### src/qmu_pkg.sv
package qmu_pkg;

   // Register indices; the bus byte address is index * 4
   localparam logic [7:0] IDX_TAG_MAP_HI = 8'h81;
   localparam logic [7:0] IDX_TWO_QUEUE_SPLIT = 8'h82;
   localparam logic [7:0] IDX_UNK_UCAST_FWD = 8'h83;
   localparam logic [7:0] IDX_UNK_MCAST_FWD = 8'h84;

   // Field positions
   localparam int TAG4_LSB = 0;
   localparam int SPLIT_LSB = 6;
   localparam int FWD_EN_BIT = 5;
   localparam int FWD_MAP_LSB = 0;
   localparam int MAP_RSVD_BIT = 3;

   // Reset values
   localparam logic [1:0] TAG4_RESET = 2'h2;
   localparam logic [7:0] TAG_MAP_HI_RESET = 8'hF8;
   localparam logic [1:0] SPLIT_RESET = 2'h2;
   localparam logic [5:0] SPLIT_RSVD_RESET = 6'h08;
   localparam logic [1:0] UCAST_RSVD_RESET = 2'h2;
   localparam logic [1:0] MCAST_RSVD_RESET = 2'h1;
   localparam logic [4:0] MAP_RESET = 5'h00;

   // Split select codes
   localparam logic [1:0] SPLIT_ZERO_TWO_LOW = 2'h0;
   localparam logic [1:0] SPLIT_UNSUPPORTED = 2'h1;
   localparam logic [1:0] SPLIT_HALF = 2'h2;
   localparam logic [1:0] SPLIT_ONLY_ZERO_LOW = 2'h3;

   typedef struct packed {
      logic enable;
      logic [4:0] port_map;
   } qmu_fwd_type;

   typedef struct packed {
      logic valid;
      logic [1:0] priority_level;
   } qmu_prio_type;

endpackage

### src/qmu_queue_fold.sv
`timescale 1ns/1ps
module qmu_queue_fold (
   input wire logic [1:0] split_select_i, // Two-queue split select
   input wire logic [1:0] prio_i,         // Four-level priority result
   output logic high_queue_o              // 1 = high queue
);

   wire split_select_low_bit = split_select_i[0];
   wire split_select_high_bit = split_select_i[1];
   wire is_zero = (prio_i == 2'h0);
   wire is_three = (prio_i == 2'h3);
   // 00: only 3 high; 10: 2,3 high; 11: 1,2,3 high; 01 unsupported, treated as 00
   wire mid_high = (prio_i == 2'h2) ? split_select_high_bit
                 : (split_select_high_bit & split_select_low_bit);

   assign high_queue_o = is_three ? 1'b1 : (is_zero ? 1'b0 : mid_high);

endmodule

### src/qmu_port_filter.sv
`timescale 1ns/1ps
module qmu_port_filter (
   input wire logic clk_i,                 // Core clock
   input wire logic rst_i,                 // Synchronous reset
   input wire qmu_pkg::qmu_fwd_type cfg_i, // Enable and port map
   input wire logic lookup_i,              // Unknown-destination frame present
   output logic [4:0] ports_o,             // Registered egress port set
   output logic drop_o                     // Registered drop indication
);

   // Bit 3 carries no port of its own; ports 1-3 on bits 0-2, bit 4 widens to all
   wire all_ports = cfg_i.port_map[4];
   wire [4:0] chosen = all_ports ? 5'h1F
                     : {2'h0, cfg_i.port_map[2:0]};
   wire [4:0] next_ports = (lookup_i & cfg_i.enable) ? chosen : 5'h00;
   wire next_drop = lookup_i & (~cfg_i.enable | (chosen == 5'h00));

   always_ff @(posedge clk_i) begin
      if (rst_i) begin
         ports_o <= 5'h00;
         drop_o <= 1'b0;
      end else begin
         ports_o <= next_ports;
         drop_o <= next_drop;
      end
   end

endmodule

### src/qmu_cfg_regs.sv
`timescale 1ns/1ps
// How it works
// - Two-bit field, reset 2, gives priority for 802.1p tag value 4.
// - Two-queue mode folds the two-bit priority into low or high queue.
// - Priority 0 always low, priority 3 always high in two-queue mode.
// - Split 00: priorities 0,1,2 low, 3 high.
// - Split 10, the reset value: 0,1 low, 2,3 high.
// - Split 11: only 0 low, 1,2,3 high.
// - Bit 5 enables unknown-unicast forwarding mask, reset 0.
// - Five-bit unicast mask, reset 0; 00000 drops, 11111 floods.
// - Low mask bits select ports 1, 2 and 3.
// - Mask bit 3 is reserved, selects no port.
// - Bit 5 enables unknown non-IP multicast forwarding, reset 0.
// - Multicast mask uses same encoding as unicast mask, reset 0.
module qmu_cfg_regs (
   input wire logic clk_i,                  // Core clock, 125 MHz
   input wire logic rst_i,                  // Synchronous reset, active high
   input wire logic wb_cyc_i,               // Wishbone cycle
   input wire logic wb_stb_i,               // Wishbone strobe
   input wire logic wb_we_i,                // Wishbone write enable
   input wire logic [11:0] wb_adr_i,        // Wishbone byte address
   input wire logic [3:0] wb_sel_i,         // Wishbone byte selects
   input wire logic [31:0] wb_dat_i,        // Wishbone write data
   output logic [31:0] wb_dat_o,            // Wishbone read data
   output logic wb_ack_o,                   // Wishbone acknowledge
   output logic wb_err_o,                   // Wishbone error, unmapped address
   input wire logic two_queue_mode_i,       // Two-queue configuration selected
   input wire qmu_pkg::qmu_prio_type tag_i, // Tagged frame 802.1p priority
   input wire qmu_pkg::qmu_prio_type prio_i, // Four-level priority result
   output logic [1:0] tag4_prio_o,          // Priority used for tag 4
   output qmu_pkg::qmu_prio_type mapped_o,  // Registered mapped priority
   output logic high_queue_o,               // Registered queue select
   input wire logic unk_ucast_i,            // Unknown-unicast frame present
   input wire logic unk_mcast_i,            // Unknown non-IP multicast present
   output logic [4:0] ucast_ports_o,        // Unknown-unicast egress ports
   output logic ucast_drop_o,               // Unknown-unicast frame dropped
   output logic [4:0] mcast_ports_o,        // Unknown-multicast egress ports
   output logic mcast_drop_o                // Unknown-multicast frame dropped
);

   ////////////////////////////////////////////////////////////////////////////////
   // Stored fields

   logic [1:0] tag4_prio;
   logic [1:0] two_queue_split_select;
   qmu_pkg::qmu_fwd_type ucast_cfg;
   qmu_pkg::qmu_fwd_type mcast_cfg;

   ////////////////////////////////////////////////////////////////////////////////
   // Bus decode

   function automatic logic hit(input logic [11:0] adr, input logic [7:0] idx);
      hit = (adr[11:2] == {2'b00, idx});
   endfunction

   wire req = wb_cyc_i & wb_stb_i & ~wb_ack_o & ~wb_err_o;
   wire sel_tag = hit(wb_adr_i, qmu_pkg::IDX_TAG_MAP_HI);
   wire sel_split = hit(wb_adr_i, qmu_pkg::IDX_TWO_QUEUE_SPLIT);
   wire sel_ucast = hit(wb_adr_i, qmu_pkg::IDX_UNK_UCAST_FWD);
   wire sel_mcast = hit(wb_adr_i, qmu_pkg::IDX_UNK_MCAST_FWD);
   wire mapped = sel_tag | sel_split | sel_ucast | sel_mcast;
   // Only byte lane 0 carries register data
   wire wr_lane0 = req & wb_we_i & wb_sel_i[0];
   wire [7:0] wbyte = wb_dat_i[7:0];

   // Reserved bits other than mask bit 3 are constants, so writes cannot reach them
   wire [7:0] rd_tag = {qmu_pkg::TAG_MAP_HI_RESET[7:2], tag4_prio};
   wire [7:0] rd_split = {two_queue_split_select, qmu_pkg::SPLIT_RSVD_RESET};
   wire [7:0] rd_ucast = {qmu_pkg::UCAST_RSVD_RESET, ucast_cfg.enable,
                          ucast_cfg.port_map};
   wire [7:0] rd_mcast = {qmu_pkg::MCAST_RSVD_RESET, mcast_cfg.enable,
                          mcast_cfg.port_map};
   wire [7:0] rd_byte = sel_tag ? rd_tag
                      : sel_split ? rd_split
                      : sel_ucast ? rd_ucast
                      : sel_mcast ? rd_mcast : 8'h00;

   ////////////////////////////////////////////////////////////////////////////////
   // Register writes

   always_ff @(posedge clk_i) begin
      if (rst_i) begin
         tag4_prio <= qmu_pkg::TAG4_RESET;
         two_queue_split_select <= qmu_pkg::SPLIT_RESET;
         ucast_cfg <= '{enable: 1'b0, port_map: qmu_pkg::MAP_RESET};
         mcast_cfg <= '{enable: 1'b0, port_map: qmu_pkg::MAP_RESET};
      end else if (wr_lane0) begin
         if (sel_tag) begin
            tag4_prio <= wbyte[qmu_pkg::TAG4_LSB +: 2];
         end
         if (sel_split) begin
            // 01 is stored as written; fold logic treats it as 00
            two_queue_split_select <= wbyte[qmu_pkg::SPLIT_LSB +: 2];
         end
         if (sel_ucast) begin
            ucast_cfg.enable <= wbyte[qmu_pkg::FWD_EN_BIT];
            ucast_cfg.port_map <= wbyte[qmu_pkg::FWD_MAP_LSB +: 5];
         end
         if (sel_mcast) begin
            mcast_cfg.enable <= wbyte[qmu_pkg::FWD_EN_BIT];
            mcast_cfg.port_map <= wbyte[qmu_pkg::FWD_MAP_LSB +: 5];
         end
      end
   end

   // One-cycle answer; ack or err drops the cycle after it was given
   always_ff @(posedge clk_i) begin
      if (rst_i) begin
         wb_ack_o <= 1'b0;
         wb_err_o <= 1'b0;
         wb_dat_o <= 32'h0000_0000;
      end else begin
         wb_ack_o <= req & mapped;
         wb_err_o <= req & ~mapped;
         wb_dat_o <= (req & ~wb_we_i) ? {24'h00_0000, rd_byte} : 32'h0000_0000;
      end
   end

   ////////////////////////////////////////////////////////////////////////////////
   // Priority path

   // Valid alone marks a tag-4 frame; the level field is not looked at
   wire tag_is_four = tag_i.valid;
   logic fold_high;

   qmu_queue_fold u_fold (
      .split_select_i(two_queue_split_select),
      .prio_i(prio_i.priority_level),
      .high_queue_o(fold_high)
   );

   // Tag-4 lookup: caller presents tag priority 4 as valid frame on tag_i
   wire [1:0] next_mapped = tag_is_four ? tag4_prio : 2'h0;
   // Four-queue mode keeps the top bit of the result as the queue select
   wire next_high = two_queue_mode_i ? fold_high
                  : prio_i.priority_level[1];

   always_ff @(posedge clk_i) begin
      if (rst_i) begin
         mapped_o <= '{valid: 1'b0, priority_level: 2'h0};
         high_queue_o <= 1'b0;
      end else begin
         mapped_o <= '{valid: tag_is_four, priority_level: next_mapped};
         high_queue_o <= prio_i.valid & next_high;
      end
   end

   assign tag4_prio_o = tag4_prio;

   ////////////////////////////////////////////////////////////////////////////////
   // Unknown-destination forwarding

   qmu_port_filter u_ucast (
      .clk_i(clk_i),
      .rst_i(rst_i),
      .cfg_i(ucast_cfg),
      .lookup_i(unk_ucast_i),
      .ports_o(ucast_ports_o),
      .drop_o(ucast_drop_o)
   );

   // IP multicast never arrives here; it has its own control elsewhere
   qmu_port_filter u_mcast (
      .clk_i(clk_i),
      .rst_i(rst_i),
      .cfg_i(mcast_cfg),
      .lookup_i(unk_mcast_i),
      .ports_o(mcast_ports_o),
      .drop_o(mcast_drop_o)
   );

endmodule

### config.mk
export PLATFORM = sky130hd
export DESIGN_NAME = qmu_cfg_regs
export DESIGN_NICKNAME = d
export VERILOG_FILES = /design/src/qmu_pkg.sv /design/src/qmu_queue_fold.sv /design/src/qmu_port_filter.sv /design/src/qmu_cfg_regs.sv
export SDC_FILE = /design/constraint.sdc
export NUM_CORES = 1
export LEC_CHECK = 0
export ABC_AREA = 1
export BUFFER_PORTS_ARGS = -buffer_cell sky130_fd_sc_hd__clkbuf_2
export CAP_MARGIN = 20
export CELL_PAD_IN_SITES_DETAIL_PLACEMENT = 1
export CELL_PAD_IN_SITES_GLOBAL_PLACEMENT = 2
export CORE_ASPECT_RATIO = 1.25
export CORE_MARGIN = 4
export CORE_UTILIZATION = 23
export DETAILED_ROUTE_END_ITERATION = 12
export PLACE_DENSITY = 0.88
export SLEW_MARGIN = 20
export SYNTH_ARGS = -nofsm -noshare
export SYNTH_HDL_FRONTEND = slang
export SYNTH_SLANG_ARGS = --single-unit
export TNS_END_PERCENT = 30
### constraint.sdc
create_clock -name clk_i -period 2.9 [get_ports clk_i]
set_input_delay 0.435 -clock clk_i [delete_from_list [all_inputs] [get_ports clk_i]]
set_output_delay 0.435 -clock clk_i [all_outputs]
set_load 0.02 [all_outputs]
; ---- Word level (Yosys, flattened, before mapping)
; Index checks and enable logic that the tools add are counted.
[op_classes]
eq_ne = 6
mux = 10
n_bitwise = 29
reduce_logical = 12
[ops]
columns = operator, n
row1 = "10-bit by 8-bit == test with 1-bit output, second input constant", 4
row2 = 8-bit two-way mux, 3
row3 = 1-bit AND, 14
row4 = 5-bit zero test, 2
row5 = 5-bit two-way mux, 2
row6 = 1-bit inverter, 10
row7 = 2-bit AND reduction, 4
row8 = 2-bit OR reduction, 4
row9 = 7-bit two-way mux, 1
row10 = 1-bit bitwise OR, 5
row11 = "2-bit == test, second input constant", 2
row12 = 1-bit two-way mux, 4
row13 = 4-bit OR reduction, 1
row14 = 2-bit zero test, 1
[word_totals]
ff_bits = 66
input_bits = 62
out_inout_bits = 52
elab_cells = 75

; ---- Depth between registers and ports, before layout
; Gate-level depths: netlist of run 1.
[logic_depth]
word_depth = 6
depth_mapped = 9
ltp_nobuf = 9

; ---- Modules after synthesis
; A second synthesis of run 1 with hierarchy kept.
[unflattened]
cells_unflattened = 250
area_unflattened_um2 = 1866.8
[modules_own_cells]
columns = module, instances, cells_per_inst, area_each_um2, seq_area_each_um2
row1 = qmu_cfg_regs, 1, 207, 1515.2, 600.6
row2 = qmu_port_filter, 2, 20, 168.9, 100.1
row3 = qmu_queue_fold, 1, 3, 13.8, 0.0

; ---- Least setup slack after synthesis of run 1
; No wires, ideal clock.
[synth_path]
path_type = input-to-reg
from = input wb_adr_i[8]
to = register tag4_prio[0], in the netlist tag4_prio_o[0]
setup_ps = 113
arrival_time_ps = 1195
t_required_ps = 2787
path_slack_ps = 1592
cell_stages = 8
path_buffers = 0
cell_sequence = inv_1 nand2_1 nor2_1 nand3_2 nor2_2 inv_2 nor2_1 nor2_1
[synth_via]
elab_chain_len = 2
[synth_lines]
columns = item, line
row1 = from (decl), qmu_cfg_regs.sv:21  ; input wire logic [11:0] wb_adr_i,
row2 = 10-bit by 8-bit == test with 1-bit output, qmu_cfg_regs.sv:53  ; hit = (adr[11:2] == {2'b00, idx});
row3 = 2-bit AND reduction (no source line), n/a
row4 = to (signal assigned), qmu_cfg_regs.sv:83  ; tag4_prio <= qmu_pkg::TAG4_RESET;
row5 = to (signal assigned), qmu_cfg_regs.sv:89  ; tag4_prio <= wbyte[qmu_pkg::TAG4_LSB +: 2];
row6 = to (decl), qmu_cfg_regs.sv:44  ; logic [1:0] tag4_prio;
; Every way passes these cells.
; A chain may end at the register's enable or synchronous reset.

; ---- Worst setup path in the final report of run 1
[layout_path]
from = register wb_ack_o
to = register mcast_cfg[1] (netlist name)
[layout_via]
elab_chain_len = 6
[layout_lines]
columns = item, line
row1 = from (decl), qmu_cfg_regs.sv:25  ; output logic wb_ack_o,
row2 = from (signal assigned), qmu_cfg_regs.sv:113  ; wb_ack_o <= req & mapped;
row3 = 1-bit inverter, qmu_cfg_regs.sv:56  ; wire req = wb_cyc_i & wb_stb_i & ~wb_ack_o & ~wb_err_o;
row4 = 1-bit AND (2 in series), qmu_cfg_regs.sv:56
row5 = 1-bit AND (2 in series), qmu_cfg_regs.sv:63  ; wire wr_lane0 = req & wb_we_i & wb_sel_i[0];
row6 = 2-bit AND reduction (no source line), n/a
row7 = to (signal assigned), qmu_cfg_regs.sv:86  ; mcast_cfg <= '{enable: 1'b0, port_map: qmu_pkg::MAP_RESET};
row8 = to (decl), qmu_cfg_regs.sv:47  ; qmu_pkg::qmu_fwd_type mcast_cfg;
; Every way passes these cells.

==> results of run 1 <==
flip-flops by register name, indices dropped and copies added, names as in the netlist, 2 cells and up:
signal	count
wb_dat_o	8
mcast_cfg	6
rd_ucast	6
u_mcast.ports_o	4
u_ucast.ports_o	4
mapped_o	3
tag4_prio_o	2
two_queue_split_select	2
per-layer routing:
layer  share of wire, %  track usage (%)  up-vias
li1                   -                -      849
met1                 39            11.43      748
met2                 52            19.43       62
met3                7.2            2.192        8
met4                1.7            4.536        0
met5                  0                0        -
logic make-up (layout without fill, tap and decap cells):
| family | Yosys count | in the layout | share of synthesized area [%] |
|---|---|---|---|
| DFF | 40 | 40 | 42.61 |
| buffers and inverters | 60 | 98 | 17.18 |
| other | 1 | 24 | 0.1995 |
| and+or+nand+nor | 121 | 121 | 32.36 |
| AOI/OAI and AO/OA | 27 | 27 | 7.657 |
metrics by stage:
stage | worst slack [ns] | util (%) | hold slack [ns] | power (uW) | cells
2_1_floorplan | 1.592 | - | 0.4527 | 656.5 | 272
3_3_place_gp | 1.295 | 27.56 | 0.4614 | 668.4 | 397
3_5_place_dp | 1.276 | 27.56 | 0.4789 | 670.7 | 397
4_1_cts | 1.487 | 29.16 | 0.3434 | 1173 | 405
5_1_grt | 1.332 | 29.16 | 0.3575 | 1213 | 405
6_report | 1.515 | 29.16 | 0.3496 | 1157 | 405
how the worst min path moves through the flow:
stage	startpoint	endpoint	slack (ns)
after global placement	mcast_cfg[1]	mcast_cfg[1]	0.46
after CTS	tag_i[2]	mapped_o[2]	0.34
final	wb_dat_i[7]	two_queue_split_select[1]	0.35
after global routing	tag_i[2]	mapped_o[2]	0.36
after detailed placement	mcast_cfg[1]	mcast_cfg[1]	0.48
after floorplan	mcast_cfg[5]	u_mcast.drop_o	0.45
cell type report:
| cell class | count | area, um2 |
|---|---|---|
| tap | 95 | 118.9 |
| fill | 1007 | 5584 |
| sequential | 40 | 800.8 |
| clock buffer | 7 | 96.34 |
| timing repair buffer | 58 | 290.3 |
| inverter | 32 | 120.1 |
| clock inverter | 1 | 30.03 |
| multi-input combinational | 172 | 842.1 |
cells in the final DEF, fill, tap and decap left out, types with 2 or more instances in the layout:
| master | instances |
|---|---|
| a21oi_1 | 8 |
| and3_1 | 2 |
| clkbuf_2 | 58 |
| clkbuf_8 | 7 |
| conb_1 | 24 |
| dfxtp_1 | 40 |
| inv_1 | 27 |
| inv_2 | 4 |
| nand2_1 | 29 |
| nand2_2 | 2 |
| nand3_1 | 24 |
| nand3_2 | 2 |
| nor2_1 | 48 |
| nor2_2 | 4 |
| nor2_4 | 4 |
| nor2_8 | 2 |
| o21ai_0 | 8 |
| o21ai_1 | 8 |
tightest hold or removal path, delay by kind of cell:
kind / cells / cell delay, ns
buf+inv: 1 / 0.08
simple gates: 2 / 0.10
power by group:
group          internal [uW]  total, uW  switching [uW]  leakage (uW)
logic                   28.2        103            75.0      0.000788
clock network            304        500             196     0.0000645
registers                553        554            1.10      0.000324
total                    885       1160             273       0.00118
==> flow_metrics.tcl, run 1 <==
set metrics [dict create \
    postRouteAntennaNets 0 \
    cts-root-buf "clkbuf_8" \
    finalHoldViolations 0 \
    synth_top_area_share_pct 42.61 \
    final_area_um2 2298 \
    cp.depth 6 \
    cp_max_fo 6 \
    path_buf_inv 0 \
    hold_depth 3 \
    tritoncts "yes" \
    end_kind "flip-flop" \
    r2r_cells 6 \
    critPathArrivalTime_ns 1.57 \
    cts_setup_buffers 0 \
    firstDrtPassIters 4 \
    yosysWarningCount 0 \
    synth.area.top_cells "dfxtp_1 (43%), buf_4 (10%), nor2_1 (9.6%)" \
    placed_area_um2 2172 \
    rows 36 \
    synthCells 249 \
    r2r_slack_ns 1.52 \
    num_io_pins 114 \
    p_leak_uw 0.001176 \
    clk_pin_slew_ns 0.08 \
    synth_commonest_cells "nor2_1 (48), dfxtp_1 (40), nand2_1 (29)" \
    final_net_count 371 \
    ctsHtreeMaxLevel 2 \
    synth-seq-cells 40 \
    clock_path_buffers 2 \
    port_buffers 58 \
    drc_errors 0 \
    area_growth_pct 22.30 \
    via_per_inst 4.116 \
    critPathKind "reg2reg" \
    outcome "complete, no violations" \
    cp.required_ns 3.09 \
    r2r_end "mcast_cfg[1]" \
    maxSlewViolCount 0 \
    synth.avg_cell_area_um2 7.547 \
    dieArea_um2 9690 \
    dp_hpwl_mm 4.013 \
    synth_area_um2 1879 \
    drt_iter0_markers 35 \
    ys_types 26 \
    vias 1667 \
    yosysTopAreaCell "dfxtp_1" \
    grt_overflow 0 \
    cts_resized 0 \
    p_per_area_nw_per_um2 503.5 \
    seq_area_frac_synth_pct 42.61 \
    finalSetupTns_ns 0 \
    finalClockSkew_ns 0.001386 \
    path_cells "nor2_1 -> nand2_1 -> nor2_2 -> nand3_1 -> o21ai_0 -> nor2_1" \
    antenna_found_initial 0 \
    holdBufCountCts 0 \
    die_w_um 88.85 \
    timing.rr.start "wb_ack_o" \
    vdd_drop_max_mv 0.3014 \
    grt_pass1_vias 1738 \
    cp-start-kind "flip-flop" \
    async_flop_share_pct 0 \
    min_period_ns 1.385 \
    synthFlopType "dfxtp_1" \
    slowest_stage "dfxtp_1" \
    period_share_pct 47.74 \
    diodes 0 \
    final-setup-viol-count 0 \
    synth_edf_count 0 \
    slew_headroom_pct 60.19 \
    initial_core_util_pct 23.84 \
    core_um2 7883 \
    grt_max_degree 23 \
    startpoint "wb_ack_o" \
    clock_latency_ns 0.29 \
    cts-buffers-inserted 5 \
    fmax_mhz 722.3 \
    drive_gt1_share_pct 28.06 \
    place_congestion 0.8238 \
    max_stage_delay_ns 0.32 \
    grt_use_total_pct 10.57 \
    routedWlPerCell_um 11.96 \
    path_common_cell "nor2_1" \
    worstMarginPinSlew_ns 0.5965 \
    fp.dieH_um 109.1 \
    hold_class "in2reg" \
    clock-sinks 40 \
    rsz0062_at_grt "false" \
    path_delay_family "simple AND/OR/NAND/NOR gates" \
    yosysMostFrequentCell "nor2_1" \
    grt_pass1_wl_mm 7.948 \
    crit_end "mcast_cfg[1]" \
    wl_mm 4.843 \
    drv_cap 0 \
]
Note: power is estimated with default switching activity, not from simulation.
==> inputs of run 2 (changes only) <==
--- a/config.mk
+++ b/config.mk
@@ -12,9 +12,9 @@
 export CELL_PAD_IN_SITES_GLOBAL_PLACEMENT = 2
 export CORE_ASPECT_RATIO = 1.25
 export CORE_MARGIN = 4
-export CORE_UTILIZATION = 23
+export CORE_UTILIZATION = 22
 export DETAILED_ROUTE_END_ITERATION = 12
-export PLACE_DENSITY = 0.88
+export PLACE_DENSITY = 0.85
 export SLEW_MARGIN = 20
 export SYNTH_ARGS = -nofsm -noshare
 export SYNTH_HDL_FRONTEND = slang
==> constraint.sdc (replaced) <==
create_clock -name clk_i -period 1.5 [get_ports clk_i]
set_input_delay 0.225 -clock clk_i [delete_from_list [all_inputs] [get_ports clk_i]]
set_output_delay 0.225 -clock clk_i [all_outputs]
set_load 0.02 [all_outputs]
==> run 2 against run 1 <==
Clock skew is 0.0026 ns higher. Die area is 4.2% higher. Combinational power is 100% higher. Non-clock buffer count is 4 higher. Maximum frequency is 0.87% higher. Wire length is 0.35% higher. Utilization is 1.4 points lower. Sequential share of layout area hardly changed. Global-route usage is 0.74 points lower. Via count is 0.18% lower.
==> flow_metrics.tcl, run 2 (synthesis results as in run 1) <==
set metrics [dict create \
    maxSlewViolCount 0 \
    hp-start "wb_dat_i[7]" \
    period_share_pct 91.50 \
    drv_cap 0 \
    via_per_inst 4.049 \
    vias 1664 \
    end_kind "flip-flop" \
    p_per_area_nw_per_um2 867.5 \
    finalSetupTns_ns 0 \
    grt_max_degree 14 \
    fmax_mhz 728.6 \
    critPathArrivalTime_ns 1.57 \
    top_register "wb_dat_o" \
    vdd_drop_max_mv 0.3989 \
    routedWlPerCell_um 11.82 \
    final_cell_mix "clkbuf_2 (58), nor2_1 (48), dfxtp_1 (40), nand2_1 (29), inv_1 (27)" \
    startpoint "wb_ack_o" \
    cts-buffers-inserted 5 \
    initial_core_util_pct 22.68 \
    outcome "complete, no violations" \
    drt_iter0_markers 47 \
    slowest_stage "dfxtp_1" \
    cts-root-buf "clkbuf_8" \
    holdBufCountCts 0 \
    drc_errors 0 \
    layout_commonest_cell "clkbuf_2" \
    port_buffers 58 \
    area_growth_pct 22.24 \
    drive_gt1_share_pct 29.30 \
    path_delay_family "simple AND/OR/NAND/NOR gates" \
    diodes 0 \
    antenna_found_initial 0 \
    dp_hpwl_mm 4.043 \
    final-setup-viol-count 0 \
    fin_util_pct 27.72 \
    postRouteAntennaNets 0 \
    ctsHtreeMaxLevel 2 \
    p_leak_uw 0.001180 \
    critPathKind "reg2reg" \
    timing.rr.start "wb_ack_o" \
    fp.dieH_um 111.3 \
    cts_setup_buffers 0 \
    path_buf_inv 2 \
    cp_max_fo 4 \
    die_w_um 90.67 \
    cts_resized 0 \
    hold_class "in2reg" \
    wl_mm 4.860 \
    grt_use_total_pct 9.832 \
    max_stage_delay_ns 0.32 \
    tritoncts "yes" \
    firstDrtPassIters 4 \
    clock_path_buffers 2 \
    cp-start-kind "flip-flop" \
    final_net_count 375 \
    place_congestion 0.7747 \
    num_io_pins 114 \
    clk_pin_slew_ns 0.08 \
    grt_overflow 0 \
    cp.required_ns 1.69 \
    rows 37 \
    dieArea_um2 10090 \
    finalHoldViolations 0 \
    rsz0062_at_grt "false" \
    grt_pass1_wl_mm 8.052 \
    grt_pass1_vias 1718 \
    core_um2 8287 \
    clock-sinks 40 \
    clock_latency_ns 0.29 \
    path_cells "nor2_1 -> nand2_1 -> nor2_2 -> inv_2 -> nor2_2 -> inv_2 -> nor2_1 -> nor2_1" \
    min_period_ns 1.373 \
    path_common_cell "nor2_1" \
    finalClockSkew_ns 0.003967 \
    largest_reg_flops 8 \
]
-- run 2: cell count changes in the layout (fill, tap and decap cells not counted), sizes merged --
cell    previous run  this run
buf                0         4
clkinv             1         4
clkbuf            65        63
bufinv             1         0
-- run 2: metal layers --
| metal | GRT usage (%) | up-vias | wire length [um] |
|---|---|---|---|
| met5 | 0 | - | 0 |
| met4 | 3.984 | 0 | 73 |
| met3 | 2.365 | 6 | 310 |
| met2 | 17.52 | 52 | 2436 |
| met1 | 11.19 | 752 | 2040 |
| li1 | - | 854 | - |
-- run 2: worst register-to-register path: stages, from the launching register on --
cell	delay [ns]
dfxtp_1	0.32
nor2_1	0.10
nand2_1	0.08
nor2_2	0.23
inv_2	0.15
nor2_2	0.21
inv_2	0.05
nor2_1	0.09
nor2_1	0.05
-- run 2: metrics by stage --
| step | cells | area, um2 | power [uW] | worst slack (ns) | hold WS [ns] |
|---|---|---|---|---|---|
| floorplan | 272 | 1966 | 1269 | 0.2535 | 0.2962 |
| global placement | 403 | 2205 | 1299 | 0.1082 | 0.4416 |
| detailed placement | 403 | 2205 | 1303 | 0.07215 | 0.4529 |
| CTS | 411 | 2292 | 2027 | 0.08493 | 0.1405 |
| global route | 411 | 2297 | 2094 | 0.007411 | 0.1442 |
| finish | 411 | 2297 | 1993 | 0.1274 | 0.1440 |
-- run 2: where the power goes --
part / internal (uW) / leakage [uW] / switching [uW] / total [uW]
combinational: 60.3 / 0.000808 / 146 / 207
clock: 324 / 0.0000479 / 391 / 715
sequential: 1070 / 0.000324 / 2.56 / 1070
total: 1450 / 0.00118 / 540 / 1990
-- run 2: cell type report --
| type | instances | area, um2 |
|---|---|---|
| Clock buffer | 5 | 68.82 |
| Clock inverter | 3 | 18.77 |
| Fill cell | 1028 | 5989 |
| Inverter | 32 | 120.1 |
| Multi-Input combinational cell | 172 | 847.1 |
| Sequential cell | 40 | 800.8 |
| Tap cell | 97 | 121.4 |
| Timing Repair Buffer | 62 | 320.3 |
-- run 2: worst paths after layout --
kind                          endpoint  depth (start not counted)  slack [ns]
min reg2reg               mcast_cfg[1]                          2        0.49
min          two_queue_split_select[1]                          3        0.14
max reg2reg             tag4_prio_o[0]                          8        0.13
max                     tag4_prio_o[0]                          8        0.13
==> inputs of run 3 (changes only) <==
--- a/config.mk
+++ b/config.mk
@@ -12,11 +12,12 @@
 export CELL_PAD_IN_SITES_GLOBAL_PLACEMENT = 2
 export CORE_ASPECT_RATIO = 1.25
 export CORE_MARGIN = 4
-export CORE_UTILIZATION = 22
+export CORE_UTILIZATION = 21
 export DETAILED_ROUTE_END_ITERATION = 12
-export PLACE_DENSITY = 0.85
+export PLACE_DENSITY = 0.83
 export SLEW_MARGIN = 20
 export SYNTH_ARGS = -nofsm -noshare
 export SYNTH_HDL_FRONTEND = slang
+export SYNTH_HIERARCHICAL = 1
 export SYNTH_SLANG_ARGS = --single-unit
 export TNS_END_PERCENT = 30
==> run 3 against run 2 <==
Sequential cell count is the same. Cell count grew 5.4%. Clock power grew 2%. Largest power group unchanged. Critical path depth shrank 1. Synthesized cell count grew 0.40%. Hold slack lost 0.015 ns. Sequential power is essentially flat. Power shrank 0.31%.
==> flow_metrics.tcl, run 3 <==
set metrics [dict create \
    period_share_pct 89.94 \
    antenna_found_initial 0 \
    vdd_drop_max_mv 0.2808 \
    ys_types 25 \
    slowest_stage "dfxtp_1" \
    r2r_cells 7 \
    tritoncts "yes" \
    postRouteAntennaNets 0 \
    hp-start "two_queue_mode_i" \
    holdWs_ns 0.1288 \
    drv_cap 0 \
    grt_overflow 0 \
    rsz0062_at_grt "false" \
    port_buffers 58 \
    synth_top_area_share_pct 42.90 \
    final_cell_mix "clkbuf_2 (58), nor2_1 (46), nand2_1 (40), dfxtp_1 (40), inv_1 (30)" \
    area_growth_pct 22.92 \
    final-setup-viol-count 0 \
    synth.avg_cell_area_um2 7.467 \
    placed_area_um2 2192 \
    final_net_count 374 \
    yosysTopAreaCell "dfxtp_1" \
    drt_iter0_markers 20 \
    ctsHtreeMaxLevel 2 \
    drc_errors 0 \
    largest_reg_flops 8 \
    cts-buffers-inserted 5 \
    hold_end "high_queue_o" \
    holdBufCountCts 0 \
    grt_use_total_pct 9.640 \
    timing.rr.start "wb_ack_o" \
    cts_setup_buffers 0 \
    die_w_um 92.33 \
    routedWlPerCell_um 11.06 \
    finalClockSkew_ns 0.003839 \
    grt_max_degree 14 \
    nFillCells 1108 \
    clk_pin_slew_ns 0.08 \
    synth_edf_count 0 \
    p_per_area_nw_per_um2 865.8 \
    path_delay_family "simple AND/OR/NAND/NOR gates" \
    synth-seq-cells 40 \
    hold_class "in2reg" \
    top_register "wb_dat_o" \
    diodes 0 \
    clock_path_buffers 2 \
    synthCells 250 \
    fin_util_pct 26.37 \
    yosysMostFrequentCell "nor2_1" \
    grt_pass1_vias 1762 \
    path_buf_inv 1 \
    min_period_ns 1.349 \
    core_um2 8701 \
    hold_depth 2 \
    clock_latency_ns 0.28 \
    finalSetupTns_ns 0 \
    end_kind "flip-flop" \
    via_per_inst 3.855 \
    outcome "complete, no violations" \
    r2r_slack_ns 0.15 \
    p_leak_uw 0.001126 \
    vias 1669 \
    layout_commonest_cell "clkbuf_2" \
    place_congestion 0.7420 \
    synthFlopType "dfxtp_1" \
    dieArea_um2 10470 \
    final_area_um2 2295 \
    async_flop_share_pct 0 \
    rows 38 \
    wl_mm 4.790 \
    grt_pass1_wl_mm 8.128 \
    critPathArrivalTime_ns 1.53 \
    synth_area_um2 1867 \
    clock-sinks 40 \
    synth.area.top_cells "dfxtp_1 (43%), buf_4 (11%), nor2_1 (9.2%)" \
    dp_hpwl_mm 4.002 \
    cp-start-kind "flip-flop" \
    critPathKind "reg2reg" \
    cp_max_fo 8 \
    initial_core_util_pct 21.46 \
    max_stage_delay_ns 0.31 \
    fp.dieH_um 113.4 \
    r2r_end "mcast_cfg[3]" \
    finalHoldViolations 0 \
    drive_gt1_share_pct 27.48 \
    maxSlewViolCount 0 \
    firstDrtPassIters 4 \
    synth_commonest_cells "nor2_1 (46), dfxtp_1 (40), nand2_1 (40)" \
    path_cells "nor2_1 -> nand3_2 -> nor2_4 -> buf_4 -> nand2_4 -> o21ai_0 -> a21oi_1" \
    yosysWarningCount 6 \
    num_io_pins 114 \
    cp.required_ns 1.68 \
    fmax_mhz 741.3 \
    seq_area_frac_synth_pct 42.90 \
    cts-root-buf "clkbuf_8" \
]
run 3: final cells by class:
| cell class | instances | area (um2) | share of cell area (%) |
|---|---|---|---|
| multi-input combinational | 171 | 805.8 | 35.11 |
| sequential | 40 | 800.8 | 34.90 |
| timing repair buffer | 64 | 335.3 | 14.61 |
| tap | 120 | 150.1 | 6.543 |
| inverter | 30 | 112.6 | 4.907 |
| clock buffer | 8 | 90.09 | 3.926 |
run 3: how the worst max path moves through the flow:
stage | startpoint | end | slack (ns) | cells past startpoint
after global placement | wb_adr_i[11] | tag4_prio_o[0] | 0.13 | 8
after floorplan | wb_ack_o | mcast_cfg[3] | 0.23 | 7
after global routing | wb_ack_o | mcast_cfg[3] | 0.02 | 7
after detailed placement | wb_adr_i[11] | rd_ucast[3] | 0.1 | 8
final | wb_ack_o | mcast_cfg[3] | 0.15 | 7
after CTS | wb_ack_o | mcast_cfg[3] | 0.12 | 7
run 3: per-stage QoR:
stage | total power (uW) | setup WS [ns] | instances
detailed placement | 1281 | 0.09979 | 425
CTS | 2019 | 0.1209 | 433
finish | 1987 | 0.1510 | 433
global route | 2101 | 0.02341 | 433
floorplan | 1254 | 0.2284 | 273
global placement | 1278 | 0.1294 | 425
run 3: metal layers:
metal	global-route usage, %	wire [um]	up-vias	share of wire (%)
met3	2.507	314	6	6.6
met1	11.56	2050	751	43
met4	2.676	51	0	1.1
met2	16.94	2374	66	50
met5	0	0	-	0
li1	-	-	846	-
run 3: repair_timing:
action,4_1_cts,5_1_grt
endpoints found under the setup margin,0,6
endpoints found under the hold margin,0,0
gates resized for setup,0,2
run 3: kinds of logic after synthesis:
group                  Yosys count  synth area share, %
AO/OA/AOI/OAI                   20                6.100
flip-flops                      40                42.90
AND/OR/NAND/NOR                127                31.57
buffers and inverters           62                19.24
other                            1               0.2009
run 3: worst reg2reg max path, stage by stage, from the launching register on:
cell     delay, ns
dfxtp_1       0.31
nor2_1        0.12
nand3_2       0.15
nor2_4        0.16
buf_4         0.19
nand2_4       0.09
o21ai_0       0.16
a21oi_1       0.05
run 3: power by group:
group	internal, uW	switching, uW
Sequential	1070	2.37
Clock	375	353
Combinational	51.7	135
